## src/logic/twrp_pkg.sv

```systemverilog
`default_nettype none
package twrp_pkg;
   // ***********************************************
   // clock and link timing
   // ***********************************************
   localparam int CLK_PERIOD_NS = 10;
   localparam int CLK_KHZ = 100000;
   localparam int SCLK_MAX_KHZ = 19200;
   localparam int HALF_MIN = (CLK_KHZ + 2 * SCLK_MAX_KHZ - 1) / (2 * SCLK_MAX_KHZ);
   // one spare cycle per half period leaves room for the input synchroniser
   localparam int HALF = HALF_MIN + 1;
   localparam int SAMPLE_AT = 2;
   localparam int HRST_NS = 100;
   localparam int HRST_CYC = (HRST_NS + CLK_PERIOD_NS - 1) / CLK_PERIOD_NS;
   localparam int EN_LOW_CYC = 2 * HALF;
   localparam int SETTLE_US = 500;
   localparam int SETTLE_CYC = SETTLE_US * 1000 / CLK_PERIOD_NS;
   localparam int TUNE_US = 50;
   localparam int TUNE_CYC = TUNE_US * 1000 / CLK_PERIOD_NS;
   // ***********************************************
   // frame layout, counted in rising serial clock edges
   // ***********************************************
   localparam logic START_BIT = 1'b0;
   localparam logic [4:0] R_FIRST = 5'd1;
   localparam logic [4:0] R_RD_REL = 5'd10;
   localparam logic [4:0] R_RD_FIRST = 5'd13;
   localparam logic [4:0] R_RD_LAST = 5'd28;
   localparam logic [4:0] R_RD_DONE = 5'd29;
   localparam logic [4:0] R_WR_END = 5'd26;
   localparam logic [4:0] R_WR_DONE = 5'd27;
   localparam logic [6:0] BANK_BASE = 7'h08;
   // ***********************************************
   // software registers
   // ***********************************************
   localparam logic [7:0] REG_CMD = 8'h00;
   localparam logic [7:0] REG_WDATA = 8'h04;
   localparam logic [7:0] REG_PINS = 8'h08;
   localparam logic [7:0] REG_STAT = 8'h0c;
   localparam logic [7:0] REG_RDATA = 8'h10;
   localparam int CMD_RD = 7;
   localparam int PIN_EN = 0;
   localparam int PIN_BANK = 1;
   localparam int PIN_HRST = 2;
   localparam int PIN_CYCLE = 3;
   localparam int PIN_SETTLE = 4;
   localparam logic BANK_RST = 1'b1;
   typedef struct packed {
      logic wr;
      logic rd;
      logic [7:0] addr;
      logic [31:0] wdata;
   } twrp_req_type;
   typedef enum {S_IDLE, S_FRAME, S_RESET, S_ENLOW, S_SETTLE} twrp_state_type;
endpackage
`default_nettype wire

```

## src/logic/twrp_sync.sv

```systemverilog
`timescale 1ns/1ps
`default_nettype none
module twrp_sync
   import twrp_pkg::*;
(
   input wire logic clk,
   input wire logic rst_b,
   input wire logic pin,
   output logic level
);
   logic ff1;
   logic ff2;
   logic ff3;

   always_ff @(posedge clk) begin
      if (!rst_b) begin
         ff1 <= 1'b0;
         ff2 <= 1'b0;
         ff3 <= 1'b0;
      end else begin
         ff1 <= pin;
         ff2 <= ff1;
         ff3 <= ff2;
      end
   end

   // a change counts only once two settled stages agree
   always_ff @(posedge clk) begin
      if (!rst_b) begin
         level <= 1'b0;
      end else if (ff2 == ff3) begin
         level <= ff3;
      end
   end
endmodule
`default_nettype wire

```

## src/logic/twrp_host.sv

```systemverilog
// Notes on behaviour
// RULE_01 - between frames frame enable high, data line released by both ends
// RULE_02 - start serial clock, pull frame enable low on first falling edge
// RULE_03 - second rising edge initialises input stage, third carries write/read bit
// RULE_04 - write frame: start, 0, 7-bit address msb first, 16-bit payload
// RULE_05 - controller drives data whole write frame, device samples rising edges
// RULE_06 - device commits write on final rising edge after frame enable rises
// RULE_07 - serial clock never faster than 19.2 MHz
// RULE_08 - one extra rising edge before frame enable goes low
// RULE_09 - read frame: start, 1, address, 1.5 bit gap, 16 data bits
// RULE_10 - device updates data on rising edge, controller samples on falling
// RULE_11 - controller releases line before device drives, three edges after address
// RULE_12 - after read data device releases line, controller raises frame enable
// RULE_13 - enable pin low keeps analog off; keepalive holds oscillator on
// RULE_14 - enable pin rising starts band selection; needed after each reprogramming
// RULE_15 - hard reset low at least 100 ns restores defaults
// RULE_16 - device resets itself at power on; hard reset may be tied high
// RULE_17 - bank pin picks register bank only when dual bank select set
// RULE_18 - after switching banks, cycle the enable pin to relock
// RULE_19 - keepalive bit reads 0 after reset
// RULE_20 - set keepalive about 500 us before raising enable pin
// RULE_21 - coarse tuning takes about 50 us at 26 MHz reference
// RULE_22 - four writes per path set frequency, three for small shifts
//
// Chosen here: the address map and the strobed register port.
`timescale 1ns/1ps
`default_nettype none
module twrp_host
   import twrp_pkg::*;
#(
   parameter int SETTLE_CYCLES = SETTLE_CYC,
   parameter int TUNE_CYCLES = TUNE_CYC
)(
   input wire logic clk,
   input wire logic rst_b,
   input wire twrp_req_type sw_req,
   output logic [31:0] sw_rdata,
   output logic sclk,
   output logic frame_enable_n,
   output logic serial_data_out,
   output logic serial_data_oe_b,
   input wire logic serial_data_in,
   output logic analog_enable_pin,
   output logic bank_select_pin,
   output logic hard_reset_n
);
   // ***********************************************
   // state
   // ***********************************************
   twrp_state_type state;
   logic [2:0] phase;
   logic [4:0] rise;
   logic [24:0] shifter;
   logic is_rd;
   logic [15:0] wdata;
   logic [15:0] rd_shift;
   logic [15:0] rd_data;
   logic [15:0] wcnt;
   logic [15:0] tcnt;
   logic [3:0] fcnt;
   logic en_d;
   logic sd_level;
   logic tick;
   logic fall_evt;
   logic sample_evt;
   logic frame_done;
   logic wait_done;
   logic cmd_wr;
   logic pins_wr;
   logic settle_req;
   logic en_rise;
   logic bank_wr;
   logic [31:0] next_rdata;

   function automatic logic hit(twrp_req_type r, logic [7:0] a);
      return r.addr == a;
   endfunction

   function automatic logic [15:0] wait_last(twrp_state_type s);
      if (s == S_RESET) begin
         return 16'(HRST_CYC - 1);
      end else if (s == S_ENLOW) begin
         return 16'(EN_LOW_CYC - 1);
      end
      return 16'(SETTLE_CYCLES - 1);
   endfunction

   twrp_sync u_sync (
      .clk(clk),
      .rst_b(rst_b),
      .pin(serial_data_in),
      .level(sd_level)
   );

   // ***********************************************
   // decode and events
   // ***********************************************
   assign cmd_wr = state == S_IDLE && sw_req.wr && hit(sw_req, REG_CMD);
   assign pins_wr = state == S_IDLE && sw_req.wr && hit(sw_req, REG_PINS);
   assign settle_req = sw_req.wdata[PIN_SETTLE] && sw_req.wdata[PIN_EN]
      && !analog_enable_pin;
   assign tick = state == S_FRAME && phase == 3'(HALF - 1);
   assign fall_evt = tick && sclk;
   assign sample_evt = state == S_FRAME && is_rd && !sclk
      && phase == 3'(SAMPLE_AT) && rise >= R_RD_FIRST && rise <= R_RD_LAST; // RULE_10
   assign frame_done = fall_evt && rise == (is_rd ? R_RD_DONE : R_WR_DONE);
   assign wait_done = wcnt == wait_last(state);
   assign en_rise = analog_enable_pin && !en_d;
   assign bank_wr = !sw_req.wdata[CMD_RD] && sw_req.wdata[6:0] >= BANK_BASE;

   // ***********************************************
   // sequencer
   // ***********************************************
   always_ff @(posedge clk) begin
      if (!rst_b) begin
         state <= S_IDLE;
      end else begin
         unique case (state)
            S_IDLE: begin
               if (cmd_wr) begin
                  state <= S_FRAME;
               end else if (pins_wr && sw_req.wdata[PIN_HRST]) begin
                  state <= S_RESET;
               end else if (pins_wr && sw_req.wdata[PIN_CYCLE]) begin
                  state <= S_ENLOW;
               end else if (pins_wr && settle_req) begin
                  state <= S_SETTLE;
               end
            end
            S_FRAME: begin
               if (frame_done) begin
                  state <= S_IDLE;
               end
            end
            S_RESET, S_ENLOW, S_SETTLE: begin
               if (wait_done) begin
                  state <= S_IDLE;
               end
            end
         endcase
      end
   end

   always_ff @(posedge clk) begin
      if (!rst_b || state == S_IDLE || state == S_FRAME || wait_done) begin
         wcnt <= 16'h0000;
      end else begin
         wcnt <= wcnt + 16'h0001;
      end
   end

   // ***********************************************
   // serial clock, divided from clk
   // ***********************************************
   // clock stays low outside frames, so the device sees no stray edges
   always_ff @(posedge clk) begin
      if (!rst_b || state != S_FRAME || tick) begin
         phase <= 3'h0;
      end else begin
         phase <= phase + 3'h1;
      end
   end

   always_ff @(posedge clk) begin
      if (!rst_b || state != S_FRAME) begin
         sclk <= 1'b0;
      end else if (tick) begin
         sclk <= !sclk; // RULE_07
      end
   end

   always_ff @(posedge clk) begin
      if (!rst_b || state != S_FRAME) begin
         rise <= 5'h00;
      end else if (tick && !sclk) begin
         rise <= rise + 5'h01;
      end
   end

   // ***********************************************
   // frame data
   // ***********************************************
   always_ff @(posedge clk) begin
      if (!rst_b) begin
         wdata <= 16'h0000;
      end else if (sw_req.wr && hit(sw_req, REG_WDATA)) begin
         wdata <= sw_req.wdata[15:0];
      end
   end

   always_ff @(posedge clk) begin
      if (!rst_b) begin
         shifter <= 25'h0000000;
         is_rd <= 1'b0;
      end else if (cmd_wr) begin
         shifter <= {START_BIT, sw_req.wdata[CMD_RD], sw_req.wdata[6:0], wdata}; // RULE_04
         is_rd <= sw_req.wdata[CMD_RD]; // RULE_09
      end else if (fall_evt && rise > R_FIRST) begin
         shifter <= {shifter[23:0], 1'b0};
      end
   end

   always_ff @(posedge clk) begin
      if (!rst_b) begin
         frame_enable_n <= 1'b1; // RULE_01
         serial_data_oe_b <= 1'b1;
         serial_data_out <= 1'b0;
      end else if (fall_evt) begin
         if (rise == R_FIRST) begin
            // the rising edge before this one is the extra free edge
            frame_enable_n <= 1'b0; // RULE_02 RULE_08
            serial_data_oe_b <= 1'b0;
            serial_data_out <= shifter[24]; // RULE_03
         end else if (rise == (is_rd ? R_RD_REL : R_WR_END)) begin
            serial_data_oe_b <= 1'b1; // RULE_11 RULE_01
         end else if (!serial_data_oe_b) begin
            serial_data_out <= shifter[23]; // RULE_05
         end
         if (rise == (is_rd ? R_RD_LAST : R_WR_END)) begin
            frame_enable_n <= 1'b1; // RULE_12
         end
      end
   end

   // sampling sits SAMPLE_AT cycles past the falling edge to absorb sync delay
   always_ff @(posedge clk) begin
      if (!rst_b) begin
         rd_shift <= 16'h0000;
      end else if (sample_evt) begin
         rd_shift <= {rd_shift[14:0], sd_level}; // RULE_10
      end
   end

   always_ff @(posedge clk) begin
      if (!rst_b) begin
         rd_data <= 16'h0000;
      end else if (frame_done && is_rd) begin
         rd_data <= rd_shift;
      end
   end

   // ***********************************************
   // hardware control pins
   // ***********************************************
   always_ff @(posedge clk) begin
      if (!rst_b) begin
         hard_reset_n <= 1'b1;
      end else if (pins_wr && sw_req.wdata[PIN_HRST]) begin
         hard_reset_n <= 1'b0; // RULE_15
      end else if (state == S_RESET && wait_done) begin
         hard_reset_n <= 1'b1;
      end
   end

   always_ff @(posedge clk) begin
      if (!rst_b) begin
         bank_select_pin <= BANK_RST;
      end else if (pins_wr) begin
         bank_select_pin <= sw_req.wdata[PIN_BANK];
      end
   end

   always_ff @(posedge clk) begin
      if (!rst_b) begin
         analog_enable_pin <= 1'b0;
      end else if (pins_wr) begin
         if (sw_req.wdata[PIN_HRST]) begin
            analog_enable_pin <= analog_enable_pin;
         end else if (sw_req.wdata[PIN_CYCLE]) begin
            analog_enable_pin <= 1'b0; // RULE_14 RULE_18
         end else if (!settle_req) begin
            analog_enable_pin <= sw_req.wdata[PIN_EN];
         end
      end else if ((state == S_ENLOW || state == S_SETTLE) && wait_done) begin
         analog_enable_pin <= 1'b1; // RULE_20
      end
   end

   // ***********************************************
   // tuning wait and reprogramming count
   // ***********************************************
   always_ff @(posedge clk) begin
      if (!rst_b) begin
         en_d <= 1'b0;
      end else begin
         en_d <= analog_enable_pin;
      end
   end

   // only an estimate: true duration scales with the reference frequency
   always_ff @(posedge clk) begin
      if (!rst_b) begin
         tcnt <= 16'h0000;
      end else if (en_rise) begin
         tcnt <= 16'(TUNE_CYCLES); // RULE_14
      end else if (tcnt != 16'h0000) begin
         tcnt <= tcnt - 16'h0001;
      end
   end

   // bank writes since the last enable rise; a write in the same cycle still counts
   always_ff @(posedge clk) begin
      if (!rst_b) begin
         fcnt <= 4'h0;
      end else if (en_rise) begin
         fcnt <= {3'h0, cmd_wr && bank_wr};
      end else if (cmd_wr && bank_wr && fcnt != 4'hf) begin
         fcnt <= fcnt + 4'h1; // RULE_22
      end
   end

   // ***********************************************
   // software read port
   // ***********************************************
   always_comb begin
      next_rdata = 32'h00000000;
      if (sw_req.rd) begin
         if (hit(sw_req, REG_WDATA)) begin
            next_rdata = {16'h0000, wdata};
         end else if (hit(sw_req, REG_PINS)) begin
            next_rdata = {30'h00000000, bank_select_pin, analog_enable_pin};
         end else if (hit(sw_req, REG_STAT)) begin
            next_rdata = {24'h000000, fcnt, 1'b0, tcnt != 16'h0000,
               state != S_IDLE && state != S_FRAME, state != S_IDLE};
         end else if (hit(sw_req, REG_RDATA)) begin
            next_rdata = {16'h0000, rd_data};
         end
      end
   end

   always_ff @(posedge clk) begin
      if (!rst_b) begin
         sw_rdata <= 32'h00000000;
      end else begin
         sw_rdata <= next_rdata;
      end
   end
endmodule
`default_nettype wire

```

## config.mk

```make
export PLATFORM = sky130hd
export DESIGN_NAME = twrp_host
export DESIGN_NICKNAME = d
export VERILOG_FILES = /design/src/logic/twrp_pkg.sv /design/src/logic/twrp_sync.sv /design/src/logic/twrp_host.sv
export SDC_FILE = /design/constraint.sdc
export NUM_CORES = 1
export LEC_CHECK = 0
export BUFFER_PORTS_ARGS = -buffer_cell sky130_fd_sc_hd__buf_2
export CORE_MARGIN = 2
export CORE_UTILIZATION = 52
export DETAILED_ROUTE_END_ITERATION = 8
export PLACE_DENSITY = 0.77
export SLEW_MARGIN = 20
export SYNTH_ARGS = -nofsm -noshare
export SYNTH_HDL_FRONTEND = slang
export SYNTH_SLANG_ARGS = --single-unit
export TNS_END_PERCENT = 20
```

## constraint.sdc

```tcl
create_clock -name clk -period 2.1 [get_ports clk]
set_clock_uncertainty 0.1 [all_clocks]
set_input_delay 0.42 -clock clk [delete_from_list [all_inputs] [get_ports clk]]
set_output_delay 0.42 -clock clk [all_outputs]
set_load 0.01 [all_outputs]
```

## After elaboration in Yosys (flattened, before gate mapping)

Index checks and enable logic that the tools add are counted.

- Add/sub/neg operators: 5
- $mul: 0
- Div/mod/pow operators: 0
- $lt $le $gt $ge: 4
- Eq/ne operators: 29
- Shift operators: 0
- Muxes and demuxes: 39
- Bitwise gates (word level): 2
- Reduce and logical (&&, ||, !) cells: 60

Operators by type and width:

| kind | number |
|---|---|
| 32-bit 2-to-1 mux | 6 |
| 16-bit 2-to-1 mux | 7 |
| 32-bit by 2-bit equality test with 1-bit output (second input constant) | 3 |
| 32-bit by 3-bit equality test with 1-bit output (second input constant) | 3 |
| 32-bit one-hot mux with 3 select lines | 1 |
| 32-bit logical NOT | 2 |
| 24-bit 2-to-1 mux | 2 |
| 32-bit by 1-bit equality test with 1-bit output (second input constant) | 1 |
| 32-bit by 4-bit equality test with 1-bit output (second input constant) | 1 |
| 32-bit by 2-bit != test with 1-bit output (second input constant) | 1 |
| 32-bit nonzero test | 1 |
| 1-bit logical AND | 27 |
| 13-bit 2-to-1 mux | 2 |
| 1-bit 2-to-1 mux | 18 |
| 16-bit by 1-bit adder with 16-bit output (second input constant) | 1 |
| 16-bit equality test | 1 |
| 8-bit by 4-bit equality test with 1-bit output (second input constant) | 2 |
| 16-bit nonzero test | 1 |
| 16-bit by 1-bit subtractor with 16-bit output (second input constant) | 1 |
| 5-bit equality test | 3 |
| 2-bit nonzero test | 7 |
| 3-bit AND reduction | 3 |
| 8-bit by 3-bit equality test with 1-bit output (second input constant) | 1 |
| 8-bit by 5-bit equality test with 1-bit output (second input constant) | 1 |
| other kinds (25) | 43 |

- Flip-flop bits (word level): 194
- Bits in latches: 0
- Bits in writable memories: 0
- ROM bits: 0
- Input bits: 45
- Output and inout bits: 39
- Logic and storage cells: 167
- Memories kept: 0

## Longest topological paths before layout

Gate-level depths: netlist of run 1.

- Depth in word-level cells: 9
- Depth in mapped cells: 8
- Depth with buffers taken out: 7

## Cells and area by module

From an unflattened synthesis of run 1, not the netlist that was laid out.

- Cell total of the unflattened synthesis: 735
- Area, all modules: 6600.1 sq um

Modules (own cells, without submodules):

| module | times used | cells an instance | area each (sq um) |
|---|---|---|---|
| twrp_host | 1 | 725 | 6483.7 |
| twrp_sync | 1 | 10 | 116.4 |

## Least setup slack after synthesis of run 1

Ideal clock, no wire load.

- Path type: register to register
- Start: reg phase[0]
- End: reg rd_data[10]
- Library setup time: 0.128 ns
- Arrival time: 2.068 ns
- Data required time: 1.872 ns
- Path slack: -0.196 ns
- Cell stages (with the launch flop): 9
- Clock period less this slack: 2.296 ns
- Path through: dfxtp_1 > ha_1 > ha_1 > clkbuf_1 > nand3_1 > nor4_4 > buf_6 > mux2i_1 > nor2_1

- Cells in the longest elaborated chain, start to end: 5

RTL lines:

| element | line | RTL |
|---|---|---|
| from (decl) | twrp_host.sv:51 | `logic [2:0] phase;` |
| from (signal assigned) | twrp_host.sv:160 | `phase <= phase + 3'h1;` |
| 3-bit by 2-bit equality test with 1-bit output | twrp_host.sv:102 | `assign tick = state == S_FRAME && phase == 3'(HALF - 1);` |
| 1-bit logical AND | twrp_host.sv:102 |  |
| 1-bit logical AND | twrp_host.sv:103 | `assign fall_evt = tick && sclk;` |
| 1-bit logical AND | twrp_host.sv:106 | `assign frame_done = fall_evt && rise == (is_rd ? R_RD_DONE : R_WR_DONE);` |
| 1-bit logical AND | twrp_host.sv:237 | `end else if (frame_done && is_rd) begin` |
| to (signal assigned) | twrp_host.sv:238 | `rd_data <= rd_shift;` |
| to (decl) | twrp_host.sv:57 | `logic [15:0] rd_data;` |

No other way between the ends.
A chain may end at the register's enable or synchronous reset.

## Worst setup path in the final report of run 1

- Start: reg tcnt[8]
- End: reg tcnt[0]

- Cells in the longest elaborated chain, start to end: 1

RTL lines:

| element | line | RTL |
|---|---|---|
| from (decl) | twrp_host.sv:59 | `logic [15:0] tcnt;` |
| from (signal assigned) | twrp_host.sv:295 | `tcnt <= 16'(TUNE_CYCLES);` |
| from (signal assigned) | twrp_host.sv:297 | `tcnt <= tcnt - 16'h0001;` |
| 16-bit nonzero test | twrp_host.sv:296 | `end else if (tcnt != 16'h0000) begin` |

No other way between the ends.

==> results of run 1 <==
[area by class of cell]
class	instances	area, sq um	area share, %
multi-input cells	517	3320	42.2
flip-flops and latches	149	2980	37.9
repair buffers	92	667	8.48
clock buffers	18	439	5.58
well taps	172	215	2.73
clock inverters	13	181	2.31
inverters	16	60.1	0.763
[registers in the layout (all words and copies together) (netlist names), 3 cells and up]
signal	count
fcnt	4
phase	3
rd_data	16
rd_shift	16
rise	5
shifter	25
state	3
sw_rdata	16
tcnt	16
wcnt	16
wdata	16
[logic make-up (layout without fill, tap and decap cells)]
family	Yosys count	after routing	synth area share (%)
other	1	16	0.0569
flip-flops	149	149	45.3
multiplexers	61	61	9.26
adder cells (fa/ha/maj)	10	10	1.90
AO/OA/AOI/OAI	113	113	11.9
AND/OR/NAND/NOR	285	285	21.6
buffers and inverters	74	139	5.75
XOR/XNOR	32	32	4.25
[synth_stat cells (4+ instances only)]
master and instances:
sky130_fd_sc_hd__o21ai_0 8, sky130_fd_sc_hd__nor2b_1 9, sky130_fd_sc_hd__ha_1 10, sky130_fd_sc_hd__or4_1 4, sky130_fd_sc_hd__inv_1 15, sky130_fd_sc_hd__nand4b_1 6, sky130_fd_sc_hd__clkbuf_1 27, sky130_fd_sc_hd__a21oi_1 36
sky130_fd_sc_hd__nand2b_1 5, sky130_fd_sc_hd__mux2i_1 61, sky130_fd_sc_hd__nor4_1 6, sky130_fd_sc_hd__a32o_1 5, sky130_fd_sc_hd__buf_4 18, sky130_fd_sc_hd__nand3_1 17, sky130_fd_sc_hd__and3_1 6, sky130_fd_sc_hd__and2_1 6
sky130_fd_sc_hd__xor2_1 14, sky130_fd_sc_hd__nor2_1 115, sky130_fd_sc_hd__nand2_1 61, sky130_fd_sc_hd__a22oi_1 14, sky130_fd_sc_hd__a211oi_1 26, sky130_fd_sc_hd__nand4_1 6, sky130_fd_sc_hd__dfxtp_1 149, sky130_fd_sc_hd__xnor2_1 18
sky130_fd_sc_hd__nor3_1 17, sky130_fd_sc_hd__buf_2 9
[power breakdown]
part           internal [mW]  total [mW]  switching, mW  leakage [nW]
sequential              2.95        3.07          0.119          1.20
combinational          0.505        1.14          0.636          1.54
clock                   2.01        3.18           1.17         0.302
[stage by stage]
step	cell area, sq um	power (mW)	std cells	hold WS (ps)
final	7870	7.38	977	103
after global routing	7870	7.71	977	94.9
after CTS	7840	7.38	977	92.7
after detailed placement	7210	4.20	946	322
after global placement	7210	4.14	946	316
after floorplan	6650	3.90	740	312
[worst min path at each step]
stage | start | endpoint
finish | serial_data_in | u_sync.ff1
global route | serial_data_in | u_sync.ff1
floorplan | u_sync.ff1 | u_sync.ff2
CTS | serial_data_in | u_sync.ff1
detailed placement | u_sync.ff1 | u_sync.ff2
global placement | u_sync.ff1 | u_sync.ff2
[layout by cell type, fill, tap and decap left out, types with 14 or more instances in the layout]
| master | count |
|---|---|
| sky130_fd_sc_hd__mux2i_1 | 61 |
| sky130_fd_sc_hd__nand3_1 | 16 |
| sky130_fd_sc_hd__dfxtp_1 | 148 |
| sky130_fd_sc_hd__nor2_1 | 115 |
| sky130_fd_sc_hd__xnor2_1 | 18 |
| sky130_fd_sc_hd__conb_1 | 16 |
| sky130_fd_sc_hd__a211oi_1 | 25 |
| sky130_fd_sc_hd__nor3_1 | 17 |
| sky130_fd_sc_hd__a21oi_1 | 36 |
| sky130_fd_sc_hd__xor2_1 | 14 |
| sky130_fd_sc_hd__buf_4 | 32 |
| sky130_fd_sc_hd__buf_2 | 51 |
| sky130_fd_sc_hd__inv_1 | 15 |
| sky130_fd_sc_hd__clkbuf_16 | 17 |
| sky130_fd_sc_hd__nand2_1 | 61 |
| sky130_fd_sc_hd__a22oi_1 | 14 |
[what timing repair did]
| item | in CTS | in global routing |
|---|---|---|
| setup endpoints to repair | 2 | 55 |
| hold endpoints to repair | 0 | 0 |
| pin swaps | 0 | 3 |
| hold buffers | 0 | 0 |
| gates resized for setup | 1 | 8 |
[metal layers]
metal | wire length [um] | GRT usage [%] | part of all wire, % | vias up
li1 | - | - | - | 2661
met1 | 6100 | 25.2 | 41 | 2615
met2 | 7780 | 41.1 | 52 | 154
met3 | 781 | 5.97 | 5.2 | 37
met4 | 393 | 9.65 | 2.6 | 0
met5 | 0 | 0 | 0 | -
==> results list, run 1 <==
- Setup violations remaining at the end of the flow were counted as 0.
- In the final layout, the share of cells above drive strength 1 is 17.6%.
* Pre-CTS setup slack: -176 ps
- The initial utilization of the core area, before any placement, comes to 52.7%.
- Post-synthesis sequential area ratio: 45.3%
* Destination of the worst register-to-register timing path: tcnt[0]
* Die area: 13600 sq um
* Crit end category: register
- The first global-routing pass estimated 24.2 mm of wire.
- Tmin final: 2020 ps
- P_leak: 3.05 nW
- Critical path launch point type: register
- The min-delay analysis places its worst path in the category primary input to register.
- Along the worst path, the maximum fanout reaches 6.
- Std cell rows: 41
* Post-Synthesis Cells: 725
- Final count of hold timing violations: 0
* Worst Path Arrival: 2210 ps
- Leading area contributor after synthesis: sky130_fd_sc_hd__dfxtp_1
- Post-detailed-placement half-perimeter wirelength: 10.3 mm
- Instance count along the most critical hold path: 2
- Walking the worst path, the cells encountered are or4_1, nor3b_4, nand2_1, xnor2_1, nor2_1.
- For this run the aggregate overflow at the end of global routing stands at 0.
* Path depth of the worst reg2reg path: 5
* Core Area: 12500 sq um
- The count of nets left with antenna violations once routing finished came out at 0.
- The congestion estimate from routability-driven global placement came to 0.864.
* Max Buffers Root-to-Sink: 2
- Clock edge transition at the registers on the reported setup and hold paths: 60 ps
- Vias per std cell: 5.60
- Worst setup slack for register-to-register paths: 80 ps
* Post-Syn Area per Cell: 9.09 sq um
- Derived from the worst setup path, the maximum achievable clock frequency is 494 MHz.
* Logic depth of the worst setup path including buffers: 5
* Fraction of registers with async set or reset after synthesis: 0%
- The final number of max-transition violations is 0.
- For this block, the initial DRC count from the detailed router was 556.
- During synthesis, Yosys emitted a total of 0 warnings.
- Slowest stage cell on the critical path: sky130_fd_sc_hd__or4_1
* Post-CTS Setup Repair Bufs: 0
- Once layout is complete, the utilization of the core stands at 62.9%.
* Buffers added on ports: 51
- Required time of the critical path: 2290 ps
- Counting flops with a built-in enable in the synthesized netlist gives 0.
* Die Ht: 117 um
* Number of antenna violations at the first check in global routing: 0
- Antenna diode instance count: 0
- The routed layout has 5467 vias.
- In this run, distinct cell masters in the synthesized netlist total 63.
* Buffer and inverter count on the worst path: 0
- Total length of routed wires: 15.1 mm
- Top_reg_cell synth: sky130_fd_sc_hd__dfxtp_1
- Cell Area, Synth: 6590 sq um
- Number of clock sinks: 149
- The share of synthesized area in the top cell type comes to 45.3%.
* Unrepaired setup endpoints after global routing: yes
- In this run the horizontal extent of the chip is 117 um.
* Power Density: 938 nW/um^2
- Clock latency on the worst-skew pair, taken at its later pin, is 420 ps.
- Count of max-cap constraint violations: 0
* Top-level I/O count: 84
- Synthesis inferred 149 register bits.
- After the last flow step, the layout net total stands at 848.
- Number of filler cells placed in the layout: 1028
* Clock buffer count from CTS: 17
- Worst Setup SP: tcnt[8]
- The flow ran to the end, and the final reports show no timing, DRC or antenna violations.
* Count of unresolved DRC violations after routing: 0
* Kind of cell adding the most delay to the critical path: simple AND/OR/NAND/NOR gates
- TritonCTS clock tree: yes
* CTS Root Buffer Type: sky130_fd_sc_hd__clkbuf_16
- The via count of the first global-routing pass is 5272.
* P&R area growth vs syn: 19.4%
* Top post-synthesis cells by area: sky130_fd_sc_hd__dfxtp_1, sky130_fd_sc_hd__mux2i_1, sky130_fd_sc_hd__nor2_1
- Critical path's largest stage delay: 650 ps
* Period utilization: 96.3%
- The worst path meets setup with 77.3 ps of slack.
* Detailed-routing iteration count for the pre-antenna-repair pass: 6
- Max VDD drop: 0.707 mV
- Routed WL per cell: 15.4 um
* Total routing usage reported by global routing: 22.7%
- Summed over all failing endpoints, the final setup total negative slack is 0 ps.
- Largest net degree at the start of global routing: 83
* Level count of the clock H-tree: 4
- Worst-Margin Slew: 507 ps
- The startpoint identified for the worst register-to-register timing path is tcnt[8].
* Crit Path Category: register to register
- Relative slew slack: 65.9%
* Destination of the critical timing path: tcnt[0]
No activity file was read; power rests on OpenSTA's default activity.
==> inputs of run 2 (changes only) <==
Settings changed: SYNTH_HIERARCHICAL from default to 1.
==> run 2 against run 1 <==
Final cell count rose by 1.7%. First-iteration DRC count fell by 32%. Worst hold slack improved by 1.8 ps. Synthesized area rose by 0.13%. Highest routed layer unchanged.
==> results list, run 2 <==
- Top-level I/O count: 84 (unchanged)
* Max Buffers Root-to-Sink: 2 (unchanged)
- The path class of the tightest hold or removal check is primary input to register.
- The number of violations reported at the end of detailed-routing iteration 0 came to 378 (-32%).
* Largest net degree at the start of global routing: 65 (-22%)
- The overall routing resource usage is 21.9% (-0.86 points).
- TritonCTS built the clock tree.
- GRT Max-Usage Layer: met2
* Max VDD drop: 0.717 mV (+1.5%)
* Via count of the first global-routing pass: 5021 (-4.8%)
* GR Util met2: 37.5% (-3.6 points)
- The fraction of registers with async set or reset after synthesis came to 0% (unchanged).
- The overall via count from detail_route came to 5492 (+0.46%).
- The routed length per placed instance was 14.8 um (-4.3%).
- Insertion delay of the later-clocked pin in the worst-skew pair: 420 ps (about the same)
- The worst-margin pin slew came to 556 ps (+49.2 ps).
- The initial antenna violation count is 0 (unchanged).
* Std cell rows: 41 (unchanged)
- The number of buffer cells added on primary ports came to 51 (unchanged).
- Run status: completed
* Cell area after placement: 7290 sq um (+1.1%)
- Clock edge transition at the registers on the reported setup and hold paths: 60 ps (about the same)
- The data required time of the worst path was 2300 ps (about the same).
* Die area: 13600 sq um (+0.13%)
- The power consumption is 7.33 mW (-0.66%).
* Share of layout cells above drive strength 1: 20.3% (+2.7 points)
- Total number of yosys warnings: 6 (+6)
- The net switching component of the power came to 1.94 mW (+0.72%).
* Crit Path Category: register to register
* Post-synthesis sequential area ratio: 45.2% (-0.060 points)
- Area share of the leading cell type in the synthesized netlist: 45.2% (-0.060 points)
- Max FO, Critical Path: 16 (+10)
* Worst Setup SP: rise[1]
- The final hold violation count was 0 (unchanged).
- Antenna diode instance count: 0 (unchanged)
* Post-Synthesis Cells: 735 (+1.4%)
* Wire length of the first global-routing pass: 23.2 mm (-4.1%)
- Fin Setup TNS: 0 ps (unchanged)
- Die Width: 117 um (about the same)
* Worst Path Arrival: 2280 ps (+70 ps)
- The worst hold path cell count came to 2 (unchanged).
* Cell Area, Synth: 6600 sq um (+0.13%)
- The vias per cell was 5.53 (-1.3%).
* Most frequent cells in the layout: sky130_fd_sc_hd__dfxtp_1, sky130_fd_sc_hd__nor2_1, sky130_fd_sc_hd__nand2_1, sky130_fd_sc_hd__mux2i_1, sky130_fd_sc_hd__buf_2
- Most used standard cells in the synthesized netlist: sky130_fd_sc_hd__dfxtp_1, sky130_fd_sc_hd__nor2_1, sky130_fd_sc_hd__nand2_1, sky130_fd_sc_hd__mux2i_1, sky130_fd_sc_hd__a21oi_1
- The area growth from synthesis to layout is 20.6%.
- The number of enable-type register cells in the synthesized netlist is 0 (unchanged).
* Period utilization: 98.9% (+2.6 points)
* Leading area contributor after synthesis: sky130_fd_sc_hd__dfxtp_1
- Register with the most flip-flops: shifter
- Core Area: 12500 sq um (unchanged)
- Leaving out fill and tap cells, the most frequent cell in the layout is sky130_fd_sc_hd__dfxtp_1.
* CTS Root Buffer Type: sky130_fd_sc_hd__clkbuf_16
- Initial Util: 52.7% (+0.070 points)
- The number of buffers added by the clock tree synthesis step was 17 (unchanged).
* Total length of routed wires: 14.7 mm (-2.6%)
* Final GP Congestion: 0.890 (+3.0%)
* Post-synthesis cell type count: 65 (+3.2%)
- Relative slew slack: 62.0% (-3.9 points)
- Yosys attributes the largest share of cell area to sky130_fd_sc_hd__dfxtp_1, sky130_fd_sc_hd__mux2i_1, sky130_fd_sc_hd__nor2_1.
- Met3 Usage GRT: 4.77% (-1.2 points)
- Hold path startpoint: serial_data_in
- Final Max Slew Viols: 0 (unchanged)
- The remaining design rule violation count was 0 (unchanged).
- Post-Syn Area per Cell: 8.98 sq um (-1.2%)
- The worst setup path is captured at a register.
* P_leak: 3.04 nW (-0.18%)
- Flip-flop count of the largest register after layout: 25 (unchanged)
- The total of hold buffers inserted after clock tree synthesis was 0 (unchanged).
- The number of max-cap violations came to 0 (unchanged).
- The internal cell power was 5.40 mW (-1.1%).
- The worst hold slack after final layout came to 105 ps (+1.75 ps).
* Remaining antenna violation count after routing: 0 (unchanged)
- Post-detailed-placement half-perimeter wirelength: 10.4 mm (+1.2%)
- The number of levels the H-tree was split into is 4 (unchanged).
- Unrepaired setup endpoints after global routing: yes
- For this run, the leading register cell type out of synthesis is sky130_fd_sc_hd__dfxtp_1.
- STA classifies the critical path startpoint as a register.
- Post-route design area: 7960 sq um (+1.1%)
- The met1 capacity usage during global routing was 26.8% (+1.6 points).
- Logic gate share of total power: 17.2% (+1.8 points)
- Portion of total power attributed to sequential cells: 42.0% (+0.5 points)
- The aggregate global routing overflow was 0 (unchanged).
- The die height is 117 um (about the same).
- Flip-flop and latch count after synthesis: 149 (unchanged)
- The fill cell total of the finished layout was 983 (-4.4%).
- The minimum clock period after layout is 2080 ps (+54.8 ps).
- Launching point of the worst reg2reg path: rise[1]
* Power Density: 922 nW/um^2 (-1.8%)
* Switching share of total power: 26.4% (+0.36 points)
- Number of clock sinks: 149 (unchanged)
- The net count reported at finish came to 867 (+2.2%).
- Fraction of power consumed by the clock network: 40.8% (-2.2 points)
- Top-count cell post-synth: sky130_fd_sc_hd__dfxtp_1
- The total iterations of the first detailed-routing run was 7 (+1).
- Final setup vio count: 0 (unchanged)
* Maximum frequency from static timing analysis: 481 MHz (-2.6%)
- Path depth of the worst reg2reg path: 8 (+3)
==> run 2: changes by cell type after synthesis, moves of 4 or more <==
cell	before	now
sky130_fd_sc_hd__a211oi_1	26	18
sky130_fd_sc_hd__inv_1	15	11
sky130_fd_sc_hd__a21oi_1	36	43
sky130_fd_sc_hd__nor3_1	17	12
sky130_fd_sc_hd__nor2_1	115	125
sky130_fd_sc_hd__a32o_1	5	0
sky130_fd_sc_hd__a211oi_2	0	10
sky130_fd_sc_hd__nand2_1	61	66
==> run 2: power groups by stage <==
stage          registers, mW  clock network, mW  logic [mW]
2_1_floorplan           3.11                  0       0.850
3_3_place_gp            3.13                  0        1.15
3_5_place_dp            3.14                  0        1.21
4_1_cts                 3.08               3.01        1.23
5_1_grt                 3.10               3.14        1.37
6_report                3.08               2.99        1.26
==> run 2: layer usage <==
metal  share of wire [%]  routed length (um)
met1                  44                6430
met2                  49                7160
met3                 5.1                 741
met4                 2.3                 340
met5                   0                   0
==> run 2: worst paths after layout <==
kind	slack, ps	to
setup reg to reg	20	rd_shift[11]
setup / recovery	20	rd_shift[11]
hold reg to reg	330	u_sync/ff2
hold / removal	100	u_sync/ff1
==> run 2: what timing repair did <==
| item | 4_1_cts | 5_1_grt |
|---|---|---|
| hold endpoints to repair | 0 | 0 |
| endpoints found under the setup margin | 3 | 40 |
| buffers inserted | 0 | 0 |
| pin swaps | 0 | 1 |
| gates resized for setup | 4 | 18 |
==> run 2: final cells by class <==
class / instances / area [sq um] / area share (%)
tap: 172 / 215 / 2.70
sequential: 149 / 2990 / 37.5
multi-input combinational: 531 / 3400 / 42.8
clock inverter: 9 / 131 / 1.65
timing repair buffer: 101 / 731 / 9.18
inverter: 12 / 45.0 / 0.566
clock buffer: 20 / 447 / 5.61
==> run 2: kinds of logic after synthesis <==
family / after synthesis / share of synthesized area (%)
buffers and inverters: 70 / 5.48
and+or+nand+nor: 296 / 21.6
xor gates and xnor gates: 32 / 4.25
adders and majority gates: 10 / 1.90
AOI/OAI and AO/OA: 119 / 12.7
muxes: 58 / 8.80
other: 1 / 0.0568
DFF: 149 / 45.2
==> run 2: critical path, stage by stage, from the launching register on <==
cell and delay [ps]:
sky130_fd_sc_hd__dfxtp_2 360, sky130_fd_sc_hd__inv_1 80, sky130_fd_sc_hd__ha_1 200, sky130_fd_sc_hd__or3_1 320, sky130_fd_sc_hd__a31oi_1 220, sky130_fd_sc_hd__or4_4 170
sky130_fd_sc_hd__buf_12 170, sky130_fd_sc_hd__mux2i_4 250, sky130_fd_sc_hd__nor2_1 60
==> run 2: through the flow <==
stage,util (%),worst slack (ps),cells
3_5_place_dp,58.2,-366,965
2_1_floorplan,-,-284,750
5_1_grt,63.6,-32.0,994
3_3_place_gp,58.2,-303,965
4_1_cts,62.9,1.59,994
6_report,63.6,22.5,994
==> inputs of run 3 (changes only) <==
Settings changed: CORE_UTILIZATION 52 to 53, CTS_BUF_LIST from default to sky130_fd_sc_hd__clkbuf_2 sky130_fd_sc_hd__clkbuf_4 sky130_fd_sc_hd__clkbuf_8, PLACE_DENSITY 0.77 to 0.78.
==> run 3 against run 2 <==
Final area is 2.8% lower. Critical path type unchanged. Register-to-register slack better by 60 ps. Combinational power hardly changed. Core utilization is 0.59 points higher. Count of clock-buffer cells in the layout is 1 higher. Non-clock buffer count stayed put. Worst setup slack better by 62 ps.
==> results list, run 3 (same netlist as run 2, synthesis figures left out) <==
* Run status: completed
- The net switching component of the power was 1.83 mW (-5.7%).
- The remaining design rule violation count came to 0 (unchanged).
- Initial Util: 54.7% (+2.0 points)
- The worst hold slack after final layout came to 77.9 ps (-26.6 ps).
- The antenna violation net count after detailed routing came to 0 (unchanged).
* Max VDD drop: 0.756 mV (+5.4%)
- The met1 capacity usage during global routing is 28.4% (+1.6 points).
- Insertion delay of the later-clocked pin in the worst-skew pair: 450 ps (+30 ps)
- The worst hold path belongs to the class primary input to register.
- Required time of the critical path: 2340 ps (+40 ps)
- The library cell used most frequently in the layout, excluding fill and tap cells, is sky130_fd_sc_hd__dfxtp_1.
- First-iteration detailed-routing DRC count: 436 (+15%)
* Final setup vio count: 0 (unchanged)
* Clock buffer count from CTS: 17 (unchanged)
- Switching share of total power: 28.0% (+1.6 points)
- The worst hold path cell count was 2 (unchanged).
* Std cell rows: 40 (-2.4%)
- The total iterations of the first detailed-routing run is 7 (unchanged).
- The number of clock sinks is 149 (unchanged).
- Total length of routed wires: 14.3 mm (-2.2%)
- The maximum buffer depth of the clock tree was 2 (unchanged).
* Level count of the clock H-tree: 4 (unchanged)
- Count of max-cap constraint violations: 0 (unchanged)
* Share of layout cells above drive strength 1: 19.7% (-0.63 points)
- Top-level I/O count: 84 (unchanged)
* Path depth of the worst reg2reg path: 6 (-2)
* Slowest stage cell on the critical path: sky130_fd_sc_hd__or4_1
- Tmin final: 2020 ps (-62.5 ps)
- Number of antenna violations at the first check in global routing: 1 (+1)
- The signal arrival time at the worst endpoint came to 2250 ps (-30 ps).
- TritonCTS built the clock tree.
- Max FO, Critical Path: 5 (-11)
- Number of filler cells placed in the layout: 962 (-2.1%)
- Most frequent cells in the layout: sky130_fd_sc_hd__dfxtp_1, sky130_fd_sc_hd__nor2_1, sky130_fd_sc_hd__nand2_1, sky130_fd_sc_hd__mux2i_1, sky130_fd_sc_hd__buf_2
* Number of vias in the routed layout: 5429 (-1.1%)
- The worst setup path is launched from a register.
- The overall routing resource usage came to 22.5% (+0.66 points).
- The via count of the first global-routing pass is 5079 (+1.2%).
- Period utilization: 96.0% (-3.0 points)
- The die outline width came to 116 um (-0.92%).
* Worst setup slack for register-to-register paths: 80 ps (+60 ps)
* P_leak: 2.97 nW (-2.3%)
- The detailed-placement wirelength estimate was 10.2 mm (-2.3%).
- The internal cell power came to 4.70 mW (-13%).
- The aggregate global routing overflow came to 0 (unchanged).
* Routed WL per cell: 14.5 um (-2.0%)
- P&R area growth vs syn: 17.3%
- Portion of total power attributed to sequential cells: 47.1% (+5.1 points)
- The root buffer cell chosen for the clock tree is sky130_fd_sc_hd__clkbuf_8.
* Logic gate share of total power: 19.7% (+2.5 points)
- Count of nets after finishing: 867 (unchanged)
- Vias per std cell: 5.47 (-0.95%)
- The final number of max-transition violations was 0 (unchanged).
- Final count of hold timing violations: 0 (unchanged)
- The largest net degree at the start of global routing came to 50 (-23%).
- The total area of multi-input combinational cells was 3370 sq um (-1.1%).
* Crit end category: register
- Unrepaired setup endpoints after global routing: no
- The wire length of the first global-routing pass came to 23.8 mm (+2.6%).
- Crit Path Category: register to register
- shifter holds more flip-flops than any other register.
- Met3 Usage GRT: 4.39% (-0.38 points)
* Flip-flop count of the largest register after layout: 25 (unchanged)
- Maximum frequency from static timing analysis: 496 MHz (+3.1%)
* Critical path's largest stage delay: 580 ps (+220 ps)
- The area inside the core boundary is 12100 sq um (-3.6%).
- GR Util met2: 37.1% (-0.40 points)
- Ordered list of cells on the worst path: or4_1, o22ai_1, o2111ai_2, buf_4, a211oi_1, nor2_1
- The global placement routability congestion is 0.868 (-2.4%).
* Die Ht: 116 um (-0.92%)
- Fraction of power consumed by the clock network: 33.1% (-7.7 points)
* Buffers added on ports: 51 (unchanged)
- The setup TNS was 0 ps (unchanged).
* GRT Max-Usage Layer: met2
- The full die area came to 13400 sq um (-1.8%).
* Clock edge transition at the registers on the reported setup and hold paths: 70 ps (about the same)
* Area taken by flip-flops and latches: 2990 sq um (about the same)
- Power Density: 843 nW/um^2 (-8.5%)
-- run 3: worst paths after layout --
check            startpoint          to
min          serial_data_in  u_sync/ff1
max                 wcnt[8]    state[0]
max reg2reg         wcnt[8]    state[0]
min reg2reg      u_sync/ff1  u_sync/ff2
-- run 3: stage by stage --
stage                     cell area, sq um  utilization, %  power [mW]  setup WS (ps)  instances
final                                 7740            64.2        6.52           85.0        992
after global routing                  7740            64.2        6.87           2.45        992
after CTS                             7690            63.7        6.51           30.6        990
after detailed placement              7290            60.4        4.35           -324        960
after global placement                7290            60.4        4.29           -266        960
after floorplan                       6660               -        3.96           -284        750
-- run 3: area by class of cell --
cell class	count	area share, %
Clock buffer	21	3.65
Antenna cell	1	0.0323
Clock inverter	9	1.34
Multi-Input combinational cell	531	43.5
Sequential cell	149	38.6
Inverter	12	0.582
Tap cell	168	2.72
Timing Repair Buffer	101	9.60
-- run 3: power groups by stage --
stage	Clock, mW	Combinational (mW)	Sequential (mW)
after detailed placement	0	1.22	3.13
after global placement	0	1.17	3.12
after CTS	2.21	1.23	3.07
after global routing	2.32	1.45	3.10
final	2.16	1.29	3.07
after floorplan	0	0.850	3.11
-- run 3: repair_timing --
| item | CTS | global route |
|---|---|---|
| buffers inserted | 0 | 1 |
| resized for setup | 3 | 12 |
| pin swaps | 0 | 2 |
| hold buffers | 0 | 0 |
| endpoints found under the setup margin | 3 | 44 |
-- run 3: routing by layer --
metal / wire length [um] / vias up
met3: 609 / 38
met2: 6830 / 155
met1: 6470 / 2545
li1: - / 2691
met4: 435 / 0
met5: 0 / -
-- run 3: worst max-delay path: cells and delay by family (launching register included) --
family          cells  cell delay, ps
simple gates        2             650
buf+inv             1             190
compound gates      3             630
flops               1             330
